### config.mk
export PLATFORM = sky130hd
export DESIGN_NAME = pbp_brake_prescale
export DESIGN_NICKNAME = d
export VERILOG_FILES = /design/src/rtl/pbp_pkg.sv /design/src/rtl/pbp_brake_prescale.sv
export SDC_FILE = /design/constraint.sdc
export NUM_CORES = 1
export LEC_CHECK = 0
export BUFFER_PORTS_ARGS = -buffer_cell sky130_fd_sc_hd__buf_2
export CAP_MARGIN = 20
export CORE_UTILIZATION = 60
export CTS_CLUSTER_SIZE = 8
export DETAILED_ROUTE_END_ITERATION = 16
export GPL_TIMING_DRIVEN = 0
export PLACE_DENSITY = 0.94
export SYNTH_ARGS = -nofsm -noshare
export SYNTH_HDL_FRONTEND = slang
export SYNTH_SLANG_ARGS = --single-unit
### constraint.sdc
create_clock -name ref_clk -period 3.8 [get_ports ref_clk]
set_input_delay 0.76 -clock ref_clk [delete_from_list [all_inputs] [get_ports ref_clk]]
set_output_delay 0.76 -clock ref_clk [all_outputs]
set_load 0.02 [all_outputs]
### src/rtl/pbp_pkg.sv
/*
  Shared constants for the PWM brake and prescale block: register
  offsets, field positions, reset values and prescale codes.
  Assumes an 8-bit register port and a single 40 MHz clock.
*/
package pbp_pkg;
  // Clock rate, for reference by timing constants
  localparam int unsigned CLK_HZ = 40000000;

  // Register offsets on the 8-bit register port
  localparam logic [7:0] ADDR_CTRL_ZERO = 8'hdc;
  localparam logic [7:0] ADDR_CTRL_ONE = 8'hdf;
  localparam logic [7:0] ADDR_CTRL_TWO = 8'hd7;
  localparam logic [7:0] ADDR_PERIOD_LO = 8'hd1;
  localparam logic [7:0] ADDR_PERIOD_HI = 8'hd2;

  // Reset values
  localparam logic [7:0] RST_CTRL = 8'h00;
  localparam logic [9:0] RST_PERIOD = 10'h000;

  // Field positions, control zero
  localparam int unsigned BIT_RUN = 7;
  // Field positions, control one
  localparam int unsigned BIT_HALT_SEL = 7;
  localparam int unsigned BIT_POL_SEL = 6;
  localparam int unsigned BIT_PIN_EN = 5;
  localparam int unsigned BIT_MASTER_EN = 4;
  localparam int unsigned LVL_LSB = 0;
  // Field positions, control two
  localparam int unsigned FP_LSB = 2;
  localparam int unsigned BIT_FLAG = 0;

  // Prescale codes
  typedef enum logic [1:0] {
    PBP_DIV1,
    PBP_DIV2,
    PBP_DIV4,
    PBP_DIV16
  } pbp_div_t;

  // Prescale counter masks per code
  localparam logic [3:0] MASK_DIV1 = 4'h0;
  localparam logic [3:0] MASK_DIV2 = 4'h1;
  localparam logic [3:0] MASK_DIV4 = 4'h3;
  localparam logic [3:0] MASK_DIV16 = 4'hf;
endpackage

### src/rtl/pbp_brake_prescale.sv
/*
  Brake and clock prescale logic of a four-output PWM unit, with a
  small period counter fed by the prescaled tick.
  Assumes the compare core supplies the raw outputs on pwm_core, and
  that software reaches the registers on the plain 8-bit port.
*/
// Implementation choice: the plain strobed port.
// Overview of operation
// - Master enable zero never brakes
// - Enabled: mode from halt and pin bits
// - Both mode bits zero: permanent software brake
// - Halt mode: brake only while not running
// - Pin mode: pin brakes, clears run, sets flag
// - Pin asserted when level equals polarity bit
// - Brake drives outputs to level bits
// - Level bit zero low, one high
// - Brake release restores pre-brake output state
// - Prescale codes divide by 1,2,4,16
// - Prescaler phase aligned while halted
// - Flag set by hardware, cleared by software
// - Control two resets zero, reserved bits
// - Flag pollable and requests interrupt
// - Period rate is tick over one plus period
// - Run bit stops or runs the counter
module pbp_brake_prescale
  import pbp_pkg::*;
#(
  parameter int unsigned N_OUT = 4,
  parameter int unsigned CNT_W = 10
) (
  input wire logic ref_clk,
  input wire logic nrst,
  input wire logic [7:0] reg_addr,
  input wire logic [7:0] reg_wdata,
  input wire logic reg_wr,
  input wire logic reg_rd,
  output logic [7:0] reg_rdata,
  input wire logic brake_pin,
  input wire logic [N_OUT-1:0] pwm_core,
  input wire logic pwm_int_en,
  output logic [N_OUT-1:0] pwm_out,
  output logic brake_active,
  output logic counter_run,
  output logic prescale_tick,
  output logic period_end,
  output logic brake_irq
);

  // Prescale mask lookup, used by the tick only; the checks test fp_q directly
  function automatic logic [3:0] div_mask(input logic [1:0] code);
    case (pbp_div_t'(code))
      PBP_DIV1: div_mask = MASK_DIV1;
      PBP_DIV2: div_mask = MASK_DIV2;
      PBP_DIV4: div_mask = MASK_DIV4;
      PBP_DIV16: div_mask = MASK_DIV16;
      default: div_mask = MASK_DIV1;
    endcase
  endfunction

  logic run_q, run_d;
  logic [7:0] ctrl1_q;
  logic [1:0] fp_q;
  logic flag_q, flag_d;
  logic [CNT_W-1:0] period_q, cnt_q;
  logic [1:0] pin_sync_q;
  logic brake_q;
  logic [N_OUT-1:0] out_q, saved_q;
  logic [3:0] pre_cnt_q;
  logic per_end_q;
  logic [7:0] rdata_q;

  // Write strobes per register
  wire wr_ctrl0 = reg_wr && (reg_addr == ADDR_CTRL_ZERO);
  wire wr_ctrl1 = reg_wr && (reg_addr == ADDR_CTRL_ONE);
  wire wr_ctrl2 = reg_wr && (reg_addr == ADDR_CTRL_TWO);
  wire wr_plo = reg_wr && (reg_addr == ADDR_PERIOD_LO);
  wire wr_phi = reg_wr && (reg_addr == ADDR_PERIOD_HI);

  // Control one fields
  wire master_en = ctrl1_q[BIT_MASTER_EN];
  wire halt_sel = ctrl1_q[BIT_HALT_SEL];
  wire pin_en = ctrl1_q[BIT_PIN_EN];
  wire pol_sel = ctrl1_q[BIT_POL_SEL];
  wire [N_OUT-1:0] levels = ctrl1_q[LVL_LSB +: N_OUT];

  // Pin level matched against polarity, second sync stage only
  wire pin_asserted = (pin_sync_q[1] == pol_sel);

  // Brake selection; both mode bits set gives no brake
  wire soft_brake = !pin_en && !halt_sel;
  wire halt_brake = !pin_en && halt_sel && !run_q;
  wire pin_trip = master_en && pin_en && !halt_sel && pin_asserted;
  wire brake_d = master_en && (soft_brake || halt_brake || pin_trip);

  // Run bit: pin trip beats a software write, so a brake holds
  always_comb begin
    run_d = run_q;
    if (wr_ctrl0) begin
      run_d = reg_wdata[BIT_RUN];
    end
    if (pin_trip) begin
      run_d = 1'b0;
    end
  end

  // Flag: a hardware set wins over a clearing write
  always_comb begin
    flag_d = flag_q;
    if (wr_ctrl2) begin
      flag_d = reg_wdata[BIT_FLAG];
    end
    if (pin_trip) begin
      flag_d = 1'b1;
    end
  end

  // Registers written by software; reset to zero
  always_ff @(posedge ref_clk or negedge nrst) begin
    if (!nrst) begin
      run_q <= 1'b0;
      ctrl1_q <= RST_CTRL;
      fp_q <= 2'h0;
      flag_q <= 1'b0;
      period_q <= RST_PERIOD;
    end else begin
      run_q <= run_d;
      flag_q <= flag_d;
      if (wr_ctrl1) ctrl1_q <= reg_wdata;
      if (wr_ctrl2) fp_q <= reg_wdata[FP_LSB +: 2];
      if (wr_plo) period_q[7:0] <= reg_wdata;
      if (wr_phi) period_q[CNT_W-1:8] <= reg_wdata[CNT_W-9:0];
    end
  end

  // Read mux; reserved and unmapped bits read zero
  wire [7:0] rd_ctrl0 = {run_q, 7'h00};
  wire [7:0] rd_ctrl2 = {4'h0, fp_q, 1'b0, flag_q};
  wire [7:0] rd_phi = {{(16-CNT_W){1'b0}}, period_q[CNT_W-1:8]};
  wire [7:0] rd_mux =
    (reg_addr == ADDR_CTRL_ZERO) ? rd_ctrl0 :
    (reg_addr == ADDR_CTRL_ONE) ? ctrl1_q :
    (reg_addr == ADDR_CTRL_TWO) ? rd_ctrl2 :
    (reg_addr == ADDR_PERIOD_LO) ? period_q[7:0] :
    (reg_addr == ADDR_PERIOD_HI) ? rd_phi : 8'h00;

  // Read data stands one cycle, zero otherwise
  always_ff @(posedge ref_clk or negedge nrst) begin
    if (!nrst) begin
      rdata_q <= 8'h00;
    end else begin
      rdata_q <= reg_rd ? rd_mux : 8'h00;
    end
  end

  // Two-stage pin synchroniser
  always_ff @(posedge ref_clk or negedge nrst) begin
    if (!nrst) begin
      pin_sync_q <= 2'h0;
    end else begin
      pin_sync_q <= {pin_sync_q[0], brake_pin};
    end
  end

  // Prescaler held at zero while halted, so the first tick after
  // run rises lands at a fixed phase of the system clock
  wire [3:0] mask = div_mask(fp_q);
  wire pre_tick = run_q && ((pre_cnt_q & mask) == mask);

  always_ff @(posedge ref_clk or negedge nrst) begin
    if (!nrst) begin
      pre_cnt_q <= 4'h0;
    end else if (!run_q) begin
      pre_cnt_q <= 4'h0;
    end else begin
      pre_cnt_q <= pre_cnt_q + 4'h1;
    end
  end

  // Period counter: counts down on ticks, reloads after zero
  always_ff @(posedge ref_clk or negedge nrst) begin
    if (!nrst) begin
      cnt_q <= '0;
      per_end_q <= 1'b0;
    end else begin
      per_end_q <= pre_tick && (cnt_q == '0);
      if (pre_tick) begin
        cnt_q <= (cnt_q == '0) ? period_q : cnt_q - 1'b1;
      end
    end
  end

  // Brake state and saved pre-brake outputs
  always_ff @(posedge ref_clk or negedge nrst) begin
    if (!nrst) begin
      brake_q <= 1'b0;
      saved_q <= '0;
    end else begin
      brake_q <= brake_d;
      if (!brake_q) saved_q <= out_q;
    end
  end

  // Output select per bit: brake level, restore, or core value;
  // one process owns the whole output register, so no split drivers
  wire restore = brake_q && !brake_d;
  wire [N_OUT-1:0] out_d;
  generate
    for (genvar i = 0; i < N_OUT; i++) begin : g_out
      assign out_d[i] = brake_d ? levels[i] :
                        restore ? saved_q[i] : pwm_core[i];
    end
  endgenerate

  always_ff @(posedge ref_clk or negedge nrst) begin
    if (!nrst) begin
      out_q <= '0;
    end else begin
      out_q <= out_d;
    end
  end

  assign reg_rdata = rdata_q;
  assign pwm_out = out_q;
  assign brake_active = brake_q;
  assign counter_run = run_q;
  assign prescale_tick = pre_tick;
  assign period_end = per_end_q;
  assign brake_irq = flag_q && pwm_int_en;
endmodule

==> qor.yml <==
synth_edf_count: 0
portBuffers: 42
syn_nets: 271
async_flop_share_pct: 100
rsz0062_at_grt: "no"
synth_warnings: 0
grt_remaining_overflow: 0
place_inst: 336
clockBufferDepth: 2
ir_drop_mv: 0.368
r2r_start: "cnt_q[0]$_DFFE_PN0P_"
start_util_pct: 64.0
hold-path-endpoint: "pin_sync_q[1]$_DFF_PN0_"
drtIter0Drc: 152
drc: 0
antenna_found_initial: 0
drt-vias-per-instance: 5.89
wl_per_cell_um: 15.9
hold_path_depth: 0
cts_tree: "done"
cp.arrival_ps: 1760
clk_pin_slew_worst_paths_ps: 100
wl_mm: 5.49
finalHoldViolations: 0
fp.dieW_um: 68.2
fin_setup_tns_ps: 0
cts-root-buf: "clkbuf_8"
area_delta_synth_final_pct: 15.5
postCtsResizedCells: 0
post-route-util_pct: 73.9
synth_mux_area_share_pct: 12.7
die_h_um: 68.2
slew_viol_final: 0
synth_seq_cells: 56
regArea_um2: 1400
hold_start: "pin_sync_q[0]$_DFF_PN0_"
setup_violations: 0
ys_seq_area_share_pct: 53.2
setup.worst_path.start_class: "flop"
run_status: "finished, final reports clean"
vias: 2032
path_cells: "a21boi_0 > o21ai_0 > nand2_1 > inv_1 > buf_2"
clkSinkCount: 56
hold_buffers: 0
place_congestion: 0.915
crit_required_ps: 3040
finClkSkew_ps: 11.8
finalWorstSetupSlack_ps: 1280
worstPathMaxFanout: 6
synth_top_family_by_area: "simple AND/OR/NAND/NOR gates"
reg2reg_to: "cnt_q[6]$_DFFE_PN0P_"
drv_cap: 0
die_area_um2: 4660
grt_pass1_vias: 1859
crit_type: "flop to output pin"
grt_pass1_wl_mm: 8.57
n_antenna_cell: 0
synth_compound_gate_area_share_pct: 10.3
worstSkewPairLatency_ps: 310
grt_max_degree: 30
max_slew_margin_pct: 44.2
r2r_cells: 6
power_density_nw_per_um2: 467
dp_worst_setup_slack_ps: 1310
regToRegSetupSlack_ps: 1630
end_kind: "output pin"
cts_setup_buffers: 0
syn_inst: 243
htreeDepth: 2
p_total_uw: 1420
layout.nets: 322
hpwl_mm: 4.13
syn_area_um2: 2630
firstDrtPassIters: 4
instances_no_fill: 345
grt_usage_pct: 25.4
fmax_mhz: 398
drive_gt1_share_pct: 30.2
leakage_uw: 0.00150
slowest_stage: "dfrtp_1"
ios: 43
coreArea_um2: 4120
synth_flop_cell: "dfrtp_1"
fillers: 279
min_period_over_period_pct: 66.2
slowest_delay_ps: 420
syn_area_per_cell_um2: 10.8
ant_nets: 0
synthSimpleGateAreaFrac_pct: 18.0
synth-xor-area-share_pct: 0.998
layout_min_cycle_time_ps: 2520
synth.distinct_cells: 41
synth_fa_ha_area_share_pct: 0.951
hold_path.class: "flop to flop"
tightest_slew_ps: 831
numCtsBuffers: 5
multi_input_comb_area_um2: 1130
rows: 23
-- state kept, by name, summed over array words and instances, names as in the netlist --
name,count
flag_q,1
reg_rdata,8
pin_sync_q,2
period_end,1
ctrl1_q,8
fp_q,2
counter_run,1
cnt_q,10
brake_active,1
period_q,10
pwm_out,4
saved_q,4
pre_cnt_q,4
-- metrics by stage --
stage / hold slack [ps] / instance area (um2)
final: 358 / 3040
after global routing: 368 / 3040
after CTS: 359 / 3040
after detailed placement: 336 / 2930
after global placement: 333 / 2910
after floorplan: 331 / 2630
-- critical path, delay by kind of cell (launching register included) --
| family | cells | cell delay (ps) |
|---|---|---|
| AOI/OAI and AO/OA | 2 | 460 |
| DFF | 1 | 420 |
| buffers and inverters | 2 | 400 |
| and+or+nand+nor | 1 | 160 |
-- synth_stat cells (2+ instances only) --
cell type  instances  area (um2)
mux2_2            28         315
a211o_1            2        17.5
o2bb2ai_1          2        17.5
a21boi_0           2        15.0
and2_1             4        25.0
xor2_1             2        17.5
nand2b_1           3        18.8
dfrtp_1           56        1400
buf_2              2        10.0
nand4b_1           5        43.8
o21ai_0           15        75.1
nand2_1           21        78.8
a21oi_1            5        25.0
nor3_1             9        45.0
o211ai_1           3        22.5
and3_1             4        25.0
a22oi_1            5        37.5
ha_1               2        25.0
nor3_2             2        20.0
nor2_1            14        52.6
inv_1             20        75.1
or3_1              3        18.8
mux2i_1            2        20.0
nand3_1            5        25.0
nand4_1            3        18.8
a31oi_1            3        18.8
nor4_1             3        18.8
clkbuf_1           4        15.0
a221o_1            2        20.0
-- per-layer routing --
layer	track usage, %	up-vias	share of wire, %
li1	-	969	-
met1	33.9	975	44
met2	39.7	80	49
met3	6.33	8	5.9
met4	9.38	0	1.7
met5	0	-	0
-- cells by family after synthesis --
group                      after synthesis
muxes                                   30
buffers and inverters                   26
AOI/OAI and AO/OA                       42
and+or+nand+nor                         84
xor gates and xnor gates                 3
DFF                                     56
adders and majority gates                2
-- layout by cell type, fill, tap and decap left out, types with 4 or more instances in the layout --
cell type	count
buf_2	44
clkbuf_8	5
nor2_1	14
a22oi_1	5
clkbuf_1	5
nand4b_1	5
and3_1	4
a21oi_1	5
and2_1	4
nand3_1	5
inv_1	20
o21ai_0	15
dfrtp_1	56
mux2_2	28
nand2_1	21
nor3_1	9
-- power breakdown --
part / internal (uW) / leakage [uW] / switching, uW
Combinational: 144 / 0.000709 / 163
Clock: 199 / 0.0000558 / 189
Sequential: 655 / 0.000739 / 70.9
-- worst max-delay path by stage --
stage / start / end / slack (ps) / cells past startpoint
2_1_floorplan: reg_addr[5] / ctrl1_q[0]$_DFFE_PN0P_ / 1730 / 4
4_1_cts: fp_q[1]$_DFFE_PN0P_ / prescale_tick / 1290 / 5
3_3_place_gp: reg_addr[0] / reg_rdata[4]$_DFF_PN0_ / 1390 / 6
6_report: fp_q[1]$_DFFE_PN0P_ / prescale_tick / 1280 / 5
5_1_grt: fp_q[1]$_DFFE_PN0P_ / prescale_tick / 1140 / 5
3_5_place_dp: reg_addr[5] / period_q[0]$_DFFE_PN0P_ / 1310 / 6
-- cell type report --
cell class,count,share of cell area (%)
Sequential cell,56,46.1
Clock inverter,2,1.28
Multi-Input combinational cell,161,37.2
Timing Repair Buffer,44,7.73
Buffer,6,0.823
Inverter,20,2.47
Tap cell,50,2.06
Clock buffer,6,2.39
(Power assumes the default switching activity.)
